**src/pkg/halfword_decode_pkg.sv**
```systemverilog
/*
  shared types and constants for the compact halfword instruction decoder:
  field positions, operation identifiers and the registered result struct.
  assumes a single pipeline clock and no software-visible registers.
*/
package halfword_decode_pkg;

  // =====================================================================
  // field positions inside the 16-bit halfword
  localparam int unsigned MAJ_HI      = 15;  // major_opcode row+column
  localparam int unsigned MAJ_LO      = 11;
  localparam int unsigned FIRST_HI    = 10;  // first register field
  localparam int unsigned FIRST_LO    = 8;
  localparam int unsigned SECOND_HI   = 7;   // second_reg_field
  localparam int unsigned SECOND_LO   = 5;
  localparam int unsigned SHAMT_HI    = 4;   // shift group count field
  localparam int unsigned SHAMT_LO    = 2;
  localparam int unsigned FUNCT_HI    = 4;   // reg_reg_group function field
  localparam int unsigned FUNCT_LO    = 0;
  localparam int unsigned SUB2_HI     = 1;   // two-bit minor selector
  localparam int unsigned SUB2_LO     = 0;
  localparam int unsigned RIA_SEL     = 4;   // reg_imm_add_group selector
  localparam int unsigned JAL_SEL     = 10;  // mode-switching selector
  localparam int unsigned FULL_HI_HI  = 4;   // move_into_full_reg r[4:3]
  localparam int unsigned FULL_HI_LO  = 3;
  localparam int unsigned FULL_SRC_HI = 4;   // move_from_full_reg source
  localparam int unsigned FULL_SRC_LO = 0;

  // shift count of zero stands for eight
  localparam logic [3:0]  SHIFT_ZERO_AS = 4'h8;
  localparam logic [15:0] HALF_RESET    = 16'h0000;

  // =====================================================================
  // operation identifiers
  typedef enum logic [6:0] {
    k_none        = 7'h00, k_reserved    = 7'h01, k_invalid     = 7'h02,
    k_addiu_sp    = 7'h03, k_addiu_pc    = 7'h04, k_branch      = 7'h05,
    k_jal         = 7'h06, k_jalx        = 7'h07, k_beqz        = 7'h08,
    k_bnez        = 7'h09, k_sll         = 7'h0a, k_dsll        = 7'h0b,
    k_srl         = 7'h0c, k_sra         = 7'h0d, k_ld          = 7'h0e,
    k_addiu_ria   = 7'h0f, k_daddiu_ria  = 7'h10, k_add_imm_first_reg = 7'h11,
    k_slti        = 7'h12, k_sltiu       = 7'h13, k_li          = 7'h14,
    k_cmpi        = 7'h15, k_sd          = 7'h16, k_lb          = 7'h17,
    k_lh          = 7'h18, k_lw_sp       = 7'h19, k_lw          = 7'h1a,
    k_lbu         = 7'h1b, k_lhu         = 7'h1c, k_lw_pc       = 7'h1d,
    k_lwu         = 7'h1e, k_sb          = 7'h1f, k_sh          = 7'h20,
    k_sw_sp       = 7'h21, k_sw          = 7'h22, k_daddu       = 7'h23,
    k_addu        = 7'h24, k_dsubu       = 7'h25, k_subu        = 7'h26,
    k_extend      = 7'h27, k_jump_first  = 7'h28, k_jump_ret    = 7'h29,
    k_jump_link   = 7'h2a, k_slt         = 7'h2b, k_sltu        = 7'h2c,
    k_sllv        = 7'h2d, k_brk         = 7'h2e, k_srlv        = 7'h2f,
    k_srav        = 7'h30, k_dsrl        = 7'h31, k_cmp         = 7'h32,
    k_neg         = 7'h33, k_and         = 7'h34, k_or          = 7'h35,
    k_xor         = 7'h36, k_not         = 7'h37, k_mfhi        = 7'h38,
    k_mflo        = 7'h39, k_dsra        = 7'h3a, k_dsllv       = 7'h3b,
    k_dsrlv       = 7'h3c, k_dsrav       = 7'h3d, k_mult        = 7'h3e,
    k_multu       = 7'h3f, k_div         = 7'h40, k_divu        = 7'h41,
    k_dmult       = 7'h42, k_dmultu      = 7'h43, k_ddiv        = 7'h44,
    k_ddivu       = 7'h45, k_bteqz       = 7'h46, k_btnez       = 7'h47,
    k_sw_ra_sp    = 7'h48, k_adj_sp      = 7'h49, k_move_into_full_reg = 7'h4a,
    k_move_from_full_reg = 7'h4b, k_ld_sp = 7'h4c, k_sd_sp      = 7'h4d,
    k_sd_ra_sp    = 7'h4e, k_dadj_sp     = 7'h4f, k_ld_pc       = 7'h50,
    k_dword_add_imm_second = 7'h51, k_daddiu_pc = 7'h52, k_daddiu_sp = 7'h53
  } operation_e;

  // registered decode result, also the whole state of the decoder
  typedef struct packed {
    logic       valid;
    operation_e operation;
    logic       rsvd_exc;
    logic       invalid;
    logic [4:0] full_reg;
    logic [3:0] shift_count;
    logic       dshift_ext_layout;
    logic       mode_switch;
  } dec_state_s;

  localparam dec_state_s DEC_RESET = '{
    valid: 1'b0, operation: k_none, rsvd_exc: 1'b0, invalid: 1'b0,
    full_reg: 5'h00, shift_count: 4'h0, dshift_ext_layout: 1'b0,
    mode_switch: 1'b0};

endpackage : halfword_decode_pkg
```
**src/core/halfword_decoder.sv**
```systemverilog
/*
  decoder for the 16-bit compressed instruction set: major map plus the
  minor maps of the register-register, three-register, register-immediate
  add, shift, 8-bit immediate and 64-bit immediate groups.
  assumes fetch presents one halfword per cycle with a valid strobe, and
  that the execution pipeline accepts one result per cycle.
  the extend prefix is reported on its own. merging it with the next halfword,
  widening the immediate and choosing the pc base are left to the pipeline.
  the 64-bit gate is a level from outside and is not latched here.
*/
`timescale 1ns/1ps

module halfword_decoder
  import halfword_decode_pkg::*;
(
  // clock and reset
  input  wire logic        clk_sys,
  input  wire logic        reset_n,
  // halfword from fetch
  input  wire logic        fetch_valid,
  input  wire logic [15:0] fetch_half,
  input  wire logic        mode64_en,
  // decoded result to execution
  output      logic        dec_valid_q,
  output      operation_e  dec_operation_q,
  output      logic        dec_rsvd_exc_q,
  output      logic        dec_invalid_q,
  output      logic [4:0]  dec_full_reg_q,
  output      logic [3:0]  dec_shift_count_q,
  output      logic        dec_dshift_ext_q,
  output      logic        dec_mode_switch_q
);

  // ======================================================================
  // minor map functions

  // three_register_group
  function automatic operation_e decode_three_reg(input logic [15:0] h);
    operation_e r;
    case (h[SUB2_HI:SUB2_LO])
      2'h0: r = k_daddu;
      2'h1: r = k_addu;
      2'h2: r = k_dsubu;
      default: r = k_subu;
    endcase
    return r;
  endfunction : decode_three_reg

  // shift group
  function automatic operation_e decode_shift(input logic [15:0] h);
    operation_e r;
    case (h[SUB2_HI:SUB2_LO])
      2'h0: r = k_sll;
      2'h1: r = k_dsll;
      2'h2: r = k_srl;
      default: r = k_sra;
    endcase
    return r;
  endfunction : decode_shift

  // indirect_jump_group, split on the second register field
  function automatic operation_e decode_ind_jump(input logic [15:0] h);
    operation_e r;
    case (h[SECOND_HI:SECOND_LO])
      3'h0: r = k_jump_first;
      3'h1: r = (h[FIRST_HI:FIRST_LO] == 3'h0) ? k_jump_ret : k_reserved;
      3'h2: r = k_jump_link;
      default: r = k_reserved;  // undefined splits trap rather than guess
    endcase
    return r;
  endfunction : decode_ind_jump

  // reg_reg_group minor map, row in [4:3], column in [2:0]
  // three holes trap and one is tolerated; they stay distinct so the pipeline
  // raises the exception only where it belongs
  function automatic operation_e decode_reg_reg(input logic [15:0] h);
    operation_e r;
    case (h[FUNCT_HI:FUNCT_LO])
      5'h00: r = decode_ind_jump(h);
      5'h01: r = k_reserved;
      5'h02: r = k_slt;
      5'h03: r = k_sltu;
      5'h04: r = k_sllv;
      5'h05: r = k_brk;
      5'h06: r = k_srlv;
      5'h07: r = k_srav;
      5'h08: r = k_dsrl;
      5'h09: r = k_invalid;
      5'h0a: r = k_cmp;
      5'h0b: r = k_neg;
      5'h0c: r = k_and;
      5'h0d: r = k_or;
      5'h0e: r = k_xor;
      5'h0f: r = k_not;
      5'h10: r = k_mfhi;
      5'h11: r = k_reserved;
      5'h12: r = k_mflo;
      5'h13: r = k_dsra;
      5'h14: r = k_dsllv;
      5'h15: r = k_reserved;
      5'h16: r = k_dsrlv;
      5'h17: r = k_dsrav;
      5'h18: r = k_mult;
      5'h19: r = k_multu;
      5'h1a: r = k_div;
      5'h1b: r = k_divu;
      5'h1c: r = k_dmult;
      5'h1d: r = k_dmultu;
      5'h1e: r = k_ddiv;
      default: r = k_ddivu;
    endcase
    return r;
  endfunction : decode_reg_reg

  // imm8_group
  // codes 100 and 110 are holes and fall through to the default
  function automatic operation_e decode_imm8(input logic [15:0] h);
    operation_e r;
    case (h[FIRST_HI:FIRST_LO])
      3'h0: r = k_bteqz;
      3'h1: r = k_btnez;
      3'h2: r = k_sw_ra_sp;
      3'h3: r = k_adj_sp;
      3'h5: r = k_move_into_full_reg;
      3'h7: r = k_move_from_full_reg;
      default: r = k_reserved;         // codes 100 and 110
    endcase
    return r;
  endfunction : decode_imm8

  // imm64_group, 64-bit only
  // every code here is 64-bit only; the gate in the decode process turns
  // them into reserved when the extended mode is off
  function automatic operation_e decode_imm64(input logic [15:0] h);
    operation_e r;
    case (h[FIRST_HI:FIRST_LO])
      3'h0: r = k_ld_sp;
      3'h1: r = k_sd_sp;
      3'h2: r = k_sd_ra_sp;
      3'h3: r = k_dadj_sp;
      3'h4: r = k_ld_pc;
      3'h5: r = k_dword_add_imm_second;
      3'h6: r = k_daddiu_pc;
      default: r = k_daddiu_sp;
    endcase
    return r;
  endfunction : decode_imm64

  // ======================================================================
  // major map, 5-bit code = {row, column}
  // nested functions keep each minor map a flat table that can be read
  // against the encoding without tracing the major decode
  function automatic operation_e decode_major(input logic [15:0] h);
    operation_e r;
    case (h[MAJ_HI:MAJ_LO])
      5'h00: r = k_addiu_sp;
      5'h01: r = k_addiu_pc;
      5'h02: r = k_branch;
      5'h03: r = h[JAL_SEL] ? k_jalx : k_jal;
      5'h04: r = k_beqz;
      5'h05: r = k_bnez;
      5'h06: r = decode_shift(h);
      5'h07: r = k_ld;
      5'h08: r = h[RIA_SEL] ? k_daddiu_ria : k_addiu_ria;
      5'h09: r = k_add_imm_first_reg;
      5'h0a: r = k_slti;
      5'h0b: r = k_sltiu;
      5'h0c: r = decode_imm8(h);
      5'h0d: r = k_li;
      5'h0e: r = k_cmpi;
      5'h0f: r = k_sd;
      5'h10: r = k_lb;
      5'h11: r = k_lh;
      5'h12: r = k_lw_sp;
      5'h13: r = k_lw;
      5'h14: r = k_lbu;
      5'h15: r = k_lhu;
      5'h16: r = k_lw_pc;
      5'h17: r = k_lwu;
      5'h18: r = k_sb;
      5'h19: r = k_sh;
      5'h1a: r = k_sw_sp;
      5'h1b: r = k_sw;
      5'h1c: r = decode_three_reg(h);
      5'h1d: r = decode_reg_reg(h);
      5'h1e: r = k_extend;
      default: r = decode_imm64(h);
    endcase
    return r;
  endfunction : decode_major

  // operations that exist only in the extended 64-bit instruction set
  // the list must match the extended set exactly: a missing entry lets a
  // 64-bit operation run while the extended mode is off
  function automatic logic is_dword(input operation_e o);
    case (o)
      k_dsll, k_ld, k_daddiu_ria, k_sd, k_lwu, k_daddu, k_dsubu,
      k_dsrl, k_dsra, k_dsllv, k_dsrlv, k_dsrav,
      k_dmult, k_dmultu, k_ddiv, k_ddivu,
      k_ld_sp, k_sd_sp, k_sd_ra_sp, k_dadj_sp,
      k_ld_pc, k_dword_add_imm_second, k_daddiu_pc, k_daddiu_sp: return 1'b1;
      default: return 1'b0;
    endcase
  endfunction : is_dword

  // zero count field means a shift of eight
  // the shift group and the two constant dword shifts both use this mapping;
  // the dword shifts take the count from the first field, not the shift field
  function automatic logic [3:0] shift_amount(input logic [2:0] f);
    return (f == 3'h0) ? SHIFT_ZERO_AS : {1'b0, f};
  endfunction : shift_amount

  // ======================================================================
  // state
  dec_state_s state_q;
  dec_state_s state_d;
  operation_e raw_op;

  // combinational decode of the presented halfword
  always_comb begin
    raw_op  = decode_major(fetch_half);
    // start from the reset image so idle slots and unused fields read zero
    state_d = DEC_RESET;
    state_d.valid = fetch_valid;
    if (fetch_valid) begin
      state_d.operation = raw_op;
      // 64-bit-only codes trap when the extended mode is off
      if (is_dword(raw_op) && !mode64_en) begin
        state_d.operation = k_reserved;
      end
      state_d.rsvd_exc = (state_d.operation == k_reserved);
      state_d.invalid  = (state_d.operation == k_invalid);
      state_d.mode_switch = (state_d.operation == k_jalx);
      case (state_d.operation)
        // first field carries the count for the two constant dword shifts
        k_dsrl, k_dsra: begin
          state_d.shift_count = shift_amount(fetch_half[FIRST_HI:FIRST_LO]);
          state_d.dshift_ext_layout = 1'b1;
        end
        k_sll, k_dsll, k_srl, k_sra: begin
          state_d.shift_count = shift_amount(fetch_half[SHAMT_HI:SHAMT_LO]);
        end
        // scrambled 5-bit target: low three bits sit above the high two
        k_move_into_full_reg: begin
          state_d.full_reg = {fetch_half[FULL_HI_HI:FULL_HI_LO],
                              fetch_half[SECOND_HI:SECOND_LO]};
        end
        k_move_from_full_reg: begin
          state_d.full_reg = fetch_half[FULL_SRC_HI:FULL_SRC_LO];
        end
        default: begin
          state_d.full_reg = 5'h00;
        end
      endcase
    end
  end

  // one register stage; outputs come straight from it, costing a cycle
  // fetch sees no back-pressure, so this stage never stalls
  always_ff @(posedge clk_sys or negedge reset_n) begin
    if (!reset_n) begin
      state_q <= DEC_RESET;
    end else begin
      state_q <= state_d;
    end
  end

  // output drive
  // each port mirrors one field of the registered state
  assign dec_valid_q       = state_q.valid;
  assign dec_operation_q   = state_q.operation;
  assign dec_rsvd_exc_q    = state_q.rsvd_exc;
  assign dec_invalid_q     = state_q.invalid;
  assign dec_full_reg_q    = state_q.full_reg;
  assign dec_shift_count_q = state_q.shift_count;
  assign dec_dshift_ext_q  = state_q.dshift_ext_layout;
  assign dec_mode_switch_q = state_q.mode_switch;

endmodule : halfword_decoder

```
**config.mk**
```make
export PLATFORM = sky130hd
export DESIGN_NAME = halfword_decoder
export DESIGN_NICKNAME = d
export VERILOG_FILES = /design/src/pkg/halfword_decode_pkg.sv /design/src/core/halfword_decoder.sv
export SDC_FILE = /design/constraint.sdc
export NUM_CORES = 1
export LEC_CHECK = 0
export ABC_AREA = 1
export ABC_CLOCK_PERIOD_IN_PS = 800
export BUFFER_PORTS_ARGS = -buffer_cell sky130_fd_sc_hd__buf_2
export CAP_MARGIN = 20
export CORE_ASPECT_RATIO = 0.75
export CORE_MARGIN = 1.5
export CORE_UTILIZATION = 45
export CTS_BUF_LIST = sky130_fd_sc_hd__clkbuf_8
export DETAILED_ROUTE_END_ITERATION = 16
export PLACE_DENSITY = 0.69
export SLEW_MARGIN = 40
export SYNTH_ARGS = -nofsm -noshare
export SYNTH_HDL_FRONTEND = slang
export SYNTH_SLANG_ARGS = --single-unit
```
**constraint.sdc**
```tcl
create_clock -name clk_sys -period 0.8 [get_ports clk_sys]
set_input_delay 0.08 -clock clk_sys [delete_from_list [all_inputs] [get_ports clk_sys]]
set_output_delay 0.08 -clock clk_sys [all_outputs]
set_load 0.01 [all_outputs]
```
# Word-level counts from Yosys, hierarchy flattened
# Index checks and enable logic that the tools add are counted.
[op_classes] n_eq_ne=106 mux=20 n_reduce_logical=12
[op_table] cell="$pmux 7 s31" count=1
[op_table] cell="$pmux 7 s29" count=1
[op_table] cell="$eq 5x5->1 const B" count=30
[op_table] cell="$eq 7x7->1 const B" count=14
[op_table] cell="$eq 5x4->1 const B" count=16
[op_table] cell="$eq 7x6->1 const B" count=9
[op_table] cell="$eq 7x4->1 const B" count=6
[op_table] cell="$pmux 7 s6" count=1
[op_table] cell="$eq 5x3->1 const B" count=8
[op_table] cell="$pmux 5 s7" count=1
[op_table] cell="$reduce_or 24->1" count=1
[op_table] cell="$eq 7x5->1 const B" count=3
[op_table] cell="$eq 5x2->1 const B" count=4
[op_table] cell="$mux 20" count=1
[op_table] cell="$pmux 3 s3" count=2
[op_table] cell="$pmux 6 s3" count=1
[op_table] cell="$mux 7" count=2
[op_table] cell="$eq 3x3->1 const B" count=4
[op_table] cell="$eq 5x1->1 const B" count=2
[op_table] cell="$logic_not 5->1" count=2
[op_table] cell="$pmux 5 s2" count=1
[op_table] cell="$eq 3x2->1 const B" count=3
[op_table] cell="$logic_not 3->1" count=3
[op_table] cell="$mux 4" count=2
[op_table] cell="16 further kinds" count=20
[totals] regBits=21 out_inout_bits=21 wordCells=146

# Longest topological paths before layout
# Gate-level depths: netlist of run 1.
[logic_depth] word_depth=16 ltp_mapped=28 mapped_depth_nobuf=27

# Worst setup path before layout of run 1
# Ideal clock, no wire load.
[synth_path] path_kind="in2reg" startpoint="in fetch_half[0]" endpoint="reg state_q (netlist bit dec_shift_count_q[2])" t_arrival_ns=2.343 slack_ns=-1.669 path_stages=25 path_cell_list="inv_1 > ha_1 > buf_4 > inv_1 > nand2_1 > nand2_1 > nand2_1 > nand2_1 > nand2_1 > nor2_1 > nand3_1 > a21oi_1 > nand2_1 > nor2_2 > nand2_1 > nand2_1 > nand3_1 > nor2_2 > nand2_4 > nand2_2 > nor2_1 > nand2_1 > nand2_2 > nand4_1 > o21ai_0"
[synth_lines] element="start, declared" line="halfword_decoder.sv:21" rtl="input wire logic [15:0] fetch_half,"
[synth_lines] element="end signal, assigned" line="halfword_decoder.sv:264" rtl="state_q <= state_d;"
[synth_lines] element="end, declared" line="halfword_decoder.sv:215" rtl="dec_state_s state_q;"

==> metrics, run 1 <==
Inst Count DP 659; Placer Congestion 0.9872; WP data arrival 2.68 ns; CP Max Fanout 7; Area Overhead vs Synth 73.56%; clk slew on worst S/H paths 0.07 ns; Synth Instances 445; Rel. slew slack 66.30%; CTS tree done; share of layout cells above drive strength 1 54.19%; Setup crit end kind flop; post-synthesis sequential area ratio 19.73%; top cell type's share of synthesized area 19.73%; gr ovfl total 0; dpl hpwl 7.373 mm; drt drc 0; crit-path cells buf_12 -> inv_12 -> ha_4 -> o211ai_1 -> nand3b_1 -> nor2_2 -> nand2_1 -> nand2_1 -> nand3_2 -> inv_1 -> nand2_2 -> nand3_2 -> nand2_2 -> nand2_2 -> nand2_2 -> nand2_4 -> nand2_4 -> nor2_4 -> nand2_2 -> nand2_4 -> nand4_1 -> o21ai_1; row count 24; Die X 91.84 µm; Mean Syn Cell Area 5.986 µm²; IO Port Bufs 40; clock root buffer clkbuf_8; CP Launch Type input pin; dominant cell type by area after synthesis dfrtp_1; kind of critical path input pin to flop; PD cells 1117 mW/mm²; Worst EP required 0.97 ns; drt initial violations 474; Final WS setup -1.706 ns; Final period util 313.3%; RSZ-0062 raised after global routing yes; DR WL/cell 17.45 µm; Leakage 0.002444 µW; Finished Layout Cells 687; Post-Syn Nets 471; ANT cells 0; Die Y 69.63 µm; HP Start fetch_valid; min cycle time layout 2.506 ns; Final Max Slew Viols 0; crit-path most repeated cell nand2_2; htree depth 1; initial antenna violation count 0; Primary FF master, synth dfrtp_1; via count 4017; Starting Density 46.20%; Via density 5.847; worst hold path class input pin to flop; Synth cell types 35; number of global-route vias before repair 3412; num ports 41; utilization after layout 80.19%; Hold EP dec_valid_q; core region area 0.005766 mm²; critical path startpoint fetch_half[0]; Longest Clk Path Bufs 2; hold path cells 2; Yosys warnings 0; synth top area cells dfrtp_1 (20%), nand2_1 (16%), nand3_1 (11%); # clock sinks 21; Post-DRT Antenna Nets 0; Fmax 399.0 MHz; VDD IR max 1.176 mV; crit-path max cell delay 0.31 ns; final hold viol count 0; Worst path slowest cell o211ai_1; top cells by count, synth nand2_1 (115), nor2_1 (63), nand3_1 (59), inv_1 (34), dfrtp_1 (21); top-count cell post-synth nand2_1; final setup TNS -31.24 ns; number of synthesized flops with an enable pin 0; global-route usage over all layers 31.23%; final setup vio count 40; ys async rst share 100.0%; final wirelength 11.99 mm; area of the mapped netlist 0.002664 mm²; CTS buffer count 3; MaxCap Viol Count 0; flops & latches, synth 21; Slew @ Worst Pin 0.5055 ns; final net count 636; first drt pass iteration count 6; outcome finished, violations left; global-route wire length before repair 16.27 mm; Die ar. 0.006395 mm²; fill count 374; failing checks setup timing; largest net degree at the start of global routing 22
kinds of logic after synthesis:
logic type      Yosys count  share of synthesized area, %
flops                    21                         19.73
simple gates            324                         60.03
compound gates           31                         6.764
fa+ha+maj                 6                         2.818
buf+inv                  63                         10.66
repair_timing:
| action | CTS | global route |
|---|---|---|
| endpoints found under the hold margin | 21 | 0 |
| buffers inserted | 15 | 10 |
| setup endpoints to repair | 41 | 41 |
| hold buffers | 1 | 0 |
| pin swaps | 33 | 49 |
| gates resized for setup | 62 | 85 |
worst max-delay path: cells and delay by family:
| kind | cells | cell delay (ns) |
|---|---|---|
| adders and majority gates | 1 | 0.19 |
| AOI/OAI and AO/OA | 2 | 0.43 |
| and+or+nand+nor | 16 | 1.65 |
| buffers and inverters | 3 | 0.31 |
placed cells by master, fill, tap and decap left out, types with 3 or more instances in the layout:
| cell | netlist | layout |
|---|---|---|
| nor3_1 | 11 | 6 |
| clkbuf_8 | 0 | 3 |
| a21oi_2 | 1 | 6 |
| inv_2 | 11 | 12 |
| buf_4 | 7 | 120 |
| inv_1 | 34 | 26 |
| nor2_2 | 13 | 17 |
| inv_4 | 1 | 6 |
| a21oi_1 | 13 | 7 |
| ha_4 | 0 | 4 |
| o211ai_1 | 6 | 6 |
| nor4_4 | 0 | 3 |
| nand3_4 | 1 | 8 |
| nand2_4 | 4 | 15 |
| nand2_2 | 17 | 34 |
| nor2_1 | 63 | 49 |
| o21ai_1 | 2 | 7 |
| buf_2 | 3 | 32 |
| nand3_2 | 10 | 21 |
| nand2_1 | 115 | 87 |
| nand3b_1 | 3 | 3 |
| nand4_1 | 16 | 16 |
| nor3_2 | 0 | 5 |
| nor2_4 | 5 | 15 |
| nand3_1 | 59 | 41 |
| buf_12 | 0 | 3 |
| buf_6 | 2 | 17 |
| dfrtp_1 | 21 | 21 |
cell type report:
class	instances	area [µm²]	area share, %
multi-input cells	361	2371	51.29
repair buffers	176	1360	29.42
flip-flops and latches	21	525.5	11.37
inverters	47	224.0	4.844
well taps	78	97.59	2.111
clock buffers	3	41.29	0.8931
clock inverters	1	3.754	0.08119
where the power goes:
part           leakage [µW]  internal, µW  switching, µW
registers          0.000285          1120           21.9
logic               0.00213          1460           1870
clock network     0.0000269           342            344
registers in the layout (all words and copies together), names as in the netlist:
register / count
dec_valid_q: 1
dec_rsvd_exc_q: 1
dec_mode_switch_q: 1
dec_dshift_ext_q: 1
dec_shift_count_q: 4
dec_operation_q: 7
dec_invalid_q: 1
dec_full_reg_q: 5
how the worst max path moves through the flow:
stage	end	depth (start not counted)
CTS	dec_shift_count_q[1]	27
detailed placement	dec_shift_count_q[0]	21
floorplan	dec_shift_count_q[0]	21
finish	dec_shift_count_q[1]	22
global route	dec_full_reg_q[1]	23
global placement	dec_full_reg_q[1]	22
layer usage:
metal	track usage [%]	vias up	share of wire [%]
li1	-	1780	-
met1	46.24	1817	40
met3	3.070	86	10
met5	0	-	0
met2	49.55	334	45
met4	5.641	0	5.3
per-stage QoR:
stage | total power, µW | worst slack, ns | hold slack, ns | area, µm²
floorplan | 2442 | -1.448 | -0.2156 | 2815
global placement | 3437 | -1.898 | 0.04236 | 3822
detailed placement | 3467 | -1.991 | 0.05612 | 3822
CTS | 4466 | -1.460 | 0.1166 | 4224
global route | 5384 | -1.834 | 0.1360 | 4623
finish | 5163 | -1.706 | 0.1211 | 4623
Power figures use the tool's default switching activity.
==> inputs of run 2 (changes only) <==
CTS_BUF_LIST = sky130_fd_sc_hd__clkbuf_16   (was sky130_fd_sc_hd__clkbuf_8)
==> run 2 against run 1 <==
Via count down 3.6%. Die area unchanged. Highest routed layer unchanged. The run still ends with setup timing left. Critical endpoint unchanged. Total power up 2.7%.
==> metrics, run 2 (synthesized netlist as in run 1, its figures left out) <==
Comb pwr share 59.6% (-5.0 points); Post-DRT Antenna Nets 0 (unchanged); IO Port Bufs 40 (unchanged); Worst EP required 0.93 ns (-0.04 ns); dpl hpwl 7.373 mm (unchanged); worst hold path class input pin to flop; crit-path cells buf_12 -> inv_12 -> ha_4 -> o211ai_1 -> nand3b_1 -> nor2_2 -> nand3_2 -> a21oi_4 -> buf_4 -> nand3_1 -> o21ai_1 -> a21oi_2 -> nor2_4 -> nand2_4 -> nand2_4 -> nor2_4 -> nand2_2 -> nand2_4 -> nand4_1 -> o21ai_1; WP data arrival 2.66 ns (-0.02 ns); Final Max Slew Viols 0 (unchanged); initial antenna violation count 0 (unchanged); Final period util 316.4% (+3.1 points); global-route usage over all layers 31.97% (+0.74 points); share of layout cells above drive strength 1 52.30% (-1.9 points); final hold viol count 0 (unchanged); clock power share 19.0% (+5.7 points); most frequent cells in the layout buf_4 (128), nand2_1 (92), nor2_1 (52), nand3_1 (44), buf_2 (31); Inst Count DP 659 (unchanged); clk slew on worst S/H paths 0.05 ns (-0.02 ns); switching portion of total power 39.86% (-3.5 points); VDD IR max 1.290 mV (+9.7%); number of global-route vias before repair 3445 (+0.97%); outcome finished, violations left; final setup TNS -31.51 ns (-0.2692 ns); Final Cell Area 0.004573 mm² (-1.1%); drt initial violations 363 (-23%); CP top delay family simple AND/OR/NAND/NOR gates; CTS tree done; Final WS setup -1.731 ns (-0.02489 ns); final net count 637 (+0.16%); Die ar. 0.006395 mm² (unchanged); via count 3871 (-3.6%); final wirelength 10.91 mm (-9.0%); MaxCap Viol Count 0 (unchanged); Setup crit end kind flop; row count 24 (unchanged); utilization after layout 79.32% (-0.87 points); max FFs per register 7 (unchanged); DR WL/cell 15.86 µm (-9.1%); kind of critical path input pin to flop; Starting Density 46.20% (unchanged); NetSw 2115 µW (-5.6%); flip-flop and latch area 525.5 µm² (unchanged); Slew @ Worst Pin 0.4701 ns (-0.03540 ns); first drt pass iteration count 5 (-1); Die X 91.84 µm (unchanged); crit-path most repeated cell nand2_4; P_int 3190 µW (+9.1%); CP Max Fanout 7 (unchanged); PD cells 1160 mW/mm² (+3.9%); pre-CTS WS -1.991 ns (unchanged); core region area 0.005766 mm² (unchanged); num ports 41 (unchanged); Rel. slew slack 68.66% (+2.4 points); ANT cells 0 (unchanged); Worst path slowest cell o211ai_1; Buf/Inv on CP 3 (unchanged); gr ovfl total 0 (unchanged); cell area after placement 0.003822 mm² (unchanged); RSZ-0062 raised after global routing yes; Leakage 0.002441 µW (-0.12%); min cycle time layout 2.531 ns (+0.02489 ns); failing checks setup timing; Via density 5.626 (-3.8%); htree depth 1 (unchanged); drt drc 0 (unchanged); commonest non-fill, non-tap cell in the layout buf_4; Placer Congestion 0.9872 (unchanged); crit-path max cell delay 0.36 ns (+0.05 ns); fill count 383 (+2.4%); largest net degree at the start of global routing 22 (unchanged); CTS buffer count 3 (unchanged); # clock sinks 21 (unchanged); final setup vio count 40 (unchanged); Finished Layout Cells 688 (+0.15%); sequential share of power 21.4% (-0.7 points); Die Y 69.63 µm (unchanged); area of the multi-input gates 0.002307 mm² (-2.7%); CP Launch Type input pin; Longest Clk Path Bufs 2 (unchanged); clock root buffer clkbuf_16; global-route wire length before repair 16.59 mm (+2.0%); Fmax 395.1 MHz (-0.98%); Area Overhead vs Synth 71.68%
==> run 2: cell count changes in the layout (fill, tap and decap cells not counted), sizes merged <==
cell	previous run	this run
buf	174	175
==> run 2: final cells by class <==
cell class,count,area share (%)
inverter,47,4.733
sequential,21,11.49
clock inverter,1,0.08208
tap,78,2.134
multi-input combinational,361,50.45
clock buffer,3,1.642
timing repair buffer,177,29.47
==> run 2: metrics by stage <==
step	hold WS [ns]	power, µW
after floorplan	-0.2156	2442
after global placement	0.04236	3437
after global routing	0.1470	5571
after detailed placement	0.05612	3467
after CTS	0.1264	4925
final	0.1411	5305
==> run 2: what timing repair did <==
item                                    CTS  global route
hold endpoints to repair                 21             0
hold buffers                              1             0
pin swaps                                48            37
endpoints found under the setup margin   41            41
resized for setup                        76            43
buffers inserted                         18             8
==> run 2: worst paths after layout <==
check | from | to | slack [ns] | cells after the start
max | fetch_half[0] | dec_shift_count_q[1] | -1.73 | 20
min | fetch_valid | dec_valid_q | 0.14 | 2
max in group asynchronous | reset_n | dec_dshift_ext_q | 0.15 | 2
min in group asynchronous | reset_n | dec_full_reg_q[2] | 0.33 | 2
==> run 2: power by group through the flow <==
stage                     combinational (µW)  sequential (µW)  clock [µW]
final                                   3160             1140        1010
after global routing                    3360             1140        1070
after CTS                               2770             1140        1020
after detailed placement                2310             1150           0
after global placement                  2280             1150           0
after floorplan                         1250             1190           0
==> run 2: metal layers <==
metal  GRT usage [%]  share of wire [%]  up-vias
li1                -                  -     1787
met5               0                  0        -
met3           4.057                9.8       31
met4           5.470                2.2        0
met2           50.70                 46      263
met1           46.92                 42     1790
==> inputs of run 3 (changes only) <==
ABC_AREA = default   (was 1)
==> run 3 against run 2 <==
The run still ends with setup timing left. Flip-flop and latch count is the same. Total power shrank 8.6%. Critical path depth shrank 7. Worst hold slack gained 0.020 ns. Utilization grew 3.4 points. Area after synthesis shrank 9.0%.
==> metrics, run 3 <==
outcome finished, violations left; failing checks setup timing; DR WL/cell 19.86 µm (+25%); RSZ-0062 raised after global routing yes; Buf/Inv on CP 4 (+1); # clock sinks 21 (unchanged); Post-DRT Antenna Nets 0 (unchanged); Die Y 66.57 µm (-4.4%); IO Port Bufs 40 (unchanged); pre-CTS WS -2.367 ns (-0.3759 ns); PD cells 1164 mW/mm² (+0.37%); Starting Density 48.14% (+1.9 points); most crowded layer after global routing met2; Rel. slew slack 65.59% (-3.1 points); dominant cell type by area after synthesis dfrtp_1; Worst path slowest cell a2111oi_4; row count 22 (-8.3%); final wirelength 9.968 mm (-8.7%); final setup vio count 41 (+2.5%); Slew @ Worst Pin 0.5138 ns (+0.04377 ns); Final WS setup -2.049 ns (-0.3176 ns); top cells by count, synth nor2_1 (23), dfrtp_1 (21), nand2_1 (17), buf_2 (15); CTS tree done; commonest non-fill, non-tap cell in the layout buf_4; Primary FF master, synth dfrtp_1; max FFs per register 7 (unchanged); final net count 457 (-28%); via count 3142 (-19%); Area Overhead vs Synth 71.77% (about the same); Final Max Slew Viols 0 (unchanged); core region area 0.005037 mm² (-13%); VDD IR max 0.6812 mV (-47%); ANT cells 0 (unchanged); first drt pass iteration count 5 (unchanged); GR Util met2 48.57% (-2.1 points); clock root buffer clkbuf_16; drt initial violations 370 (+1.9%); Longest Clk Path Bufs 2 (unchanged); area of the mapped netlist 0.002425 mm² (-9.0%); num ports 41 (unchanged); largest net degree at the start of global routing 22 (unchanged); crit-path max cell delay 0.50 ns (+0.14 ns); met3 global-route usage 7.187% (+3.1 points); Synth Instances 285 (-36%); Pwr Total 4850 µW (-8.6%); CP Launch Type input pin; flops & latches, synth 21 (unchanged); Setup crit end kind flop; dpl hpwl 6.638 mm (-10%); MaxCap Viol Count 0 (unchanged); Yosys warnings 0 (unchanged); global-route usage over all layers 32.11% (+0.14 points); synth top area cells dfrtp_1 (22%), a211oi_2 (4.6%), nor2_1 (3.6%); share of layout cells above drive strength 1 55.58% (+3.3 points); initial antenna violation count 0 (unchanged); Leakage 0.001828 µW (-25%); Via density 6.259 (+11%); Die ar. 0.005842 mm² (-8.6%); number of synthesized flops with an enable pin 0 (unchanged); ys async rst share 100.0% (unchanged); htree depth 1 (unchanged); WP data arrival 2.96 ns (+0.30 ns); gr ovfl total 0 (unchanged); number of global-route vias before repair 2792 (-19%); Die X 87.76 µm (-4.4%); drt drc 0 (unchanged); most frequent cells in the layout buf_4 (115), buf_2 (32), dfrtp_1 (21), nor2_1 (19), nand2_1 (15); Worst EP required 0.91 ns (-0.02 ns); Post-Syn Nets 311 (-34%); min cycle time layout 2.849 ns (+0.3176 ns); Final period util 356.1% (+40 points); top-count cell post-synth nor2_1; kind of critical path input pin to flop; CP top delay family compound AO/OA/AOI/OAI gates; worst hold path class input pin to flop; Placer Congestion 1.017 (+3.0%); clk slew on worst S/H paths 0.06 ns (about the same); top cell type's share of synthesized area 21.67% (+1.9 points); CP Max Fanout 9 (+2); CTS buffer count 3 (unchanged); global-route wire length before repair 14.37 mm (-13%); Mean Syn Cell Area 8.508 µm² (+42%); crit-path cells buf_12 -> inv_12 -> ha_4 -> buf_4 -> o41ai_4 -> a21oi_2 -> a211o_1 -> a2111oi_4 -> nand2b_1 -> nor4b_4 -> nor4b_4 -> buf_12 -> a2111oi_2; post-synthesis sequential area ratio 21.67% (+1.9 points); Synth cell types 76 (+120%); Fmax 351.1 MHz (-11%); met1 usage 45.97% (-0.94 points); final hold viol count 0 (unchanged)
## run 3: changes by cell type in the layout (fill, tap and decap cells not counted), moves of 13 or more
| cell | change |
|---|---|
| nand2_4 | -13 |
| nand4_1 | -14 |
| nand2_2 | -30 |
| nand3_2 | -20 |
| nand3_1 | -41 |
| buf_4 | -13 |
| inv_1 | -20 |
| nor2_1 | -33 |
| nand2_1 | -77 |
| inv_2 | -13 |
## run 3: final timing paths
| path | start | end | slack (ns) | cells past startpoint |
|---|---|---|---|---|
| worst max-delay path | fetch_half[0] | dec_full_reg_q[2] | -2.05 | 13 |
| worst min-delay path | fetch_valid | dec_valid_q | 0.16 | 2 |
| max in group asynchronous | reset_n | dec_full_reg_q[4] | 0.18 | 2 |
| min in group asynchronous | reset_n | dec_shift_count_q[3] | 0.31 | 2 |
## run 3: layout make-up
class	instances	area, µm²
sequential	21	525.5
timing repair buffer	166	1289
fill	311	872.1
clock buffer	3	75.07
tap	72	90.09
inverter	7	46.29
clock inverter	1	3.754
multi-input combinational	232	2136
## run 3: logic make-up (layout without fill, tap and decap cells)
| kind of cell | count (synthesis) | after routing | share of synthesized area [%] |
|---|---|---|---|
| AO/OA/AOI/OAI | 105 | 105 | 36.64 |
| XOR/XNOR | 3 | 3 | 1.084 |
| adder cells (fa/ha/maj) | 6 | 6 | 3.096 |
| buffers and inverters | 32 | 177 | 7.121 |
| flip-flops | 21 | 21 | 21.67 |
| multiplexers | 5 | 5 | 2.064 |
| AND/OR/NAND/NOR | 113 | 113 | 28.33 |
## run 3: through the flow
step	instances	setup TNS (ns)	utilization, %	instance area [µm²]	hold slack [ns]
after floorplan	285	-30.32	-	2571	-0.2156
after global placement	480	-39.81	69.92	3522	0.03808
after detailed placement	480	-39.35	69.92	3522	0.03942
after CTS	495	-30.82	77.99	3929	0.1322
after global routing	502	-35.41	82.69	4165	0.1607
final	502	-33.09	82.69	4165	0.1606
## run 3: metal layers
layer / up-vias / routed length, µm
li1: 1409 / -
met4: 0 / 186
met1: 1481 / 4124
met5: - / 0
met3: 26 / 1239
met2: 226 / 4419
## run 3: where the power goes
| group | internal (µW) | leakage, µW | switching [µW] | total [µW] |
|---|---|---|---|---|
| clock network | 666 | 0.0000423 | 379 | 1040 |
| registers | 1110 | 0.000285 | 9.41 | 1120 |
| logic | 1320 | 0.00150 | 1370 | 2690 |
## run 3: what timing repair did
action,in CTS,in global routing
gates resized for setup,48,32
hold buffers,1,0
endpoints found under the hold margin,21,0
pin swaps,16,10
buffers inserted,10,7
endpoints found under the setup margin,41,41
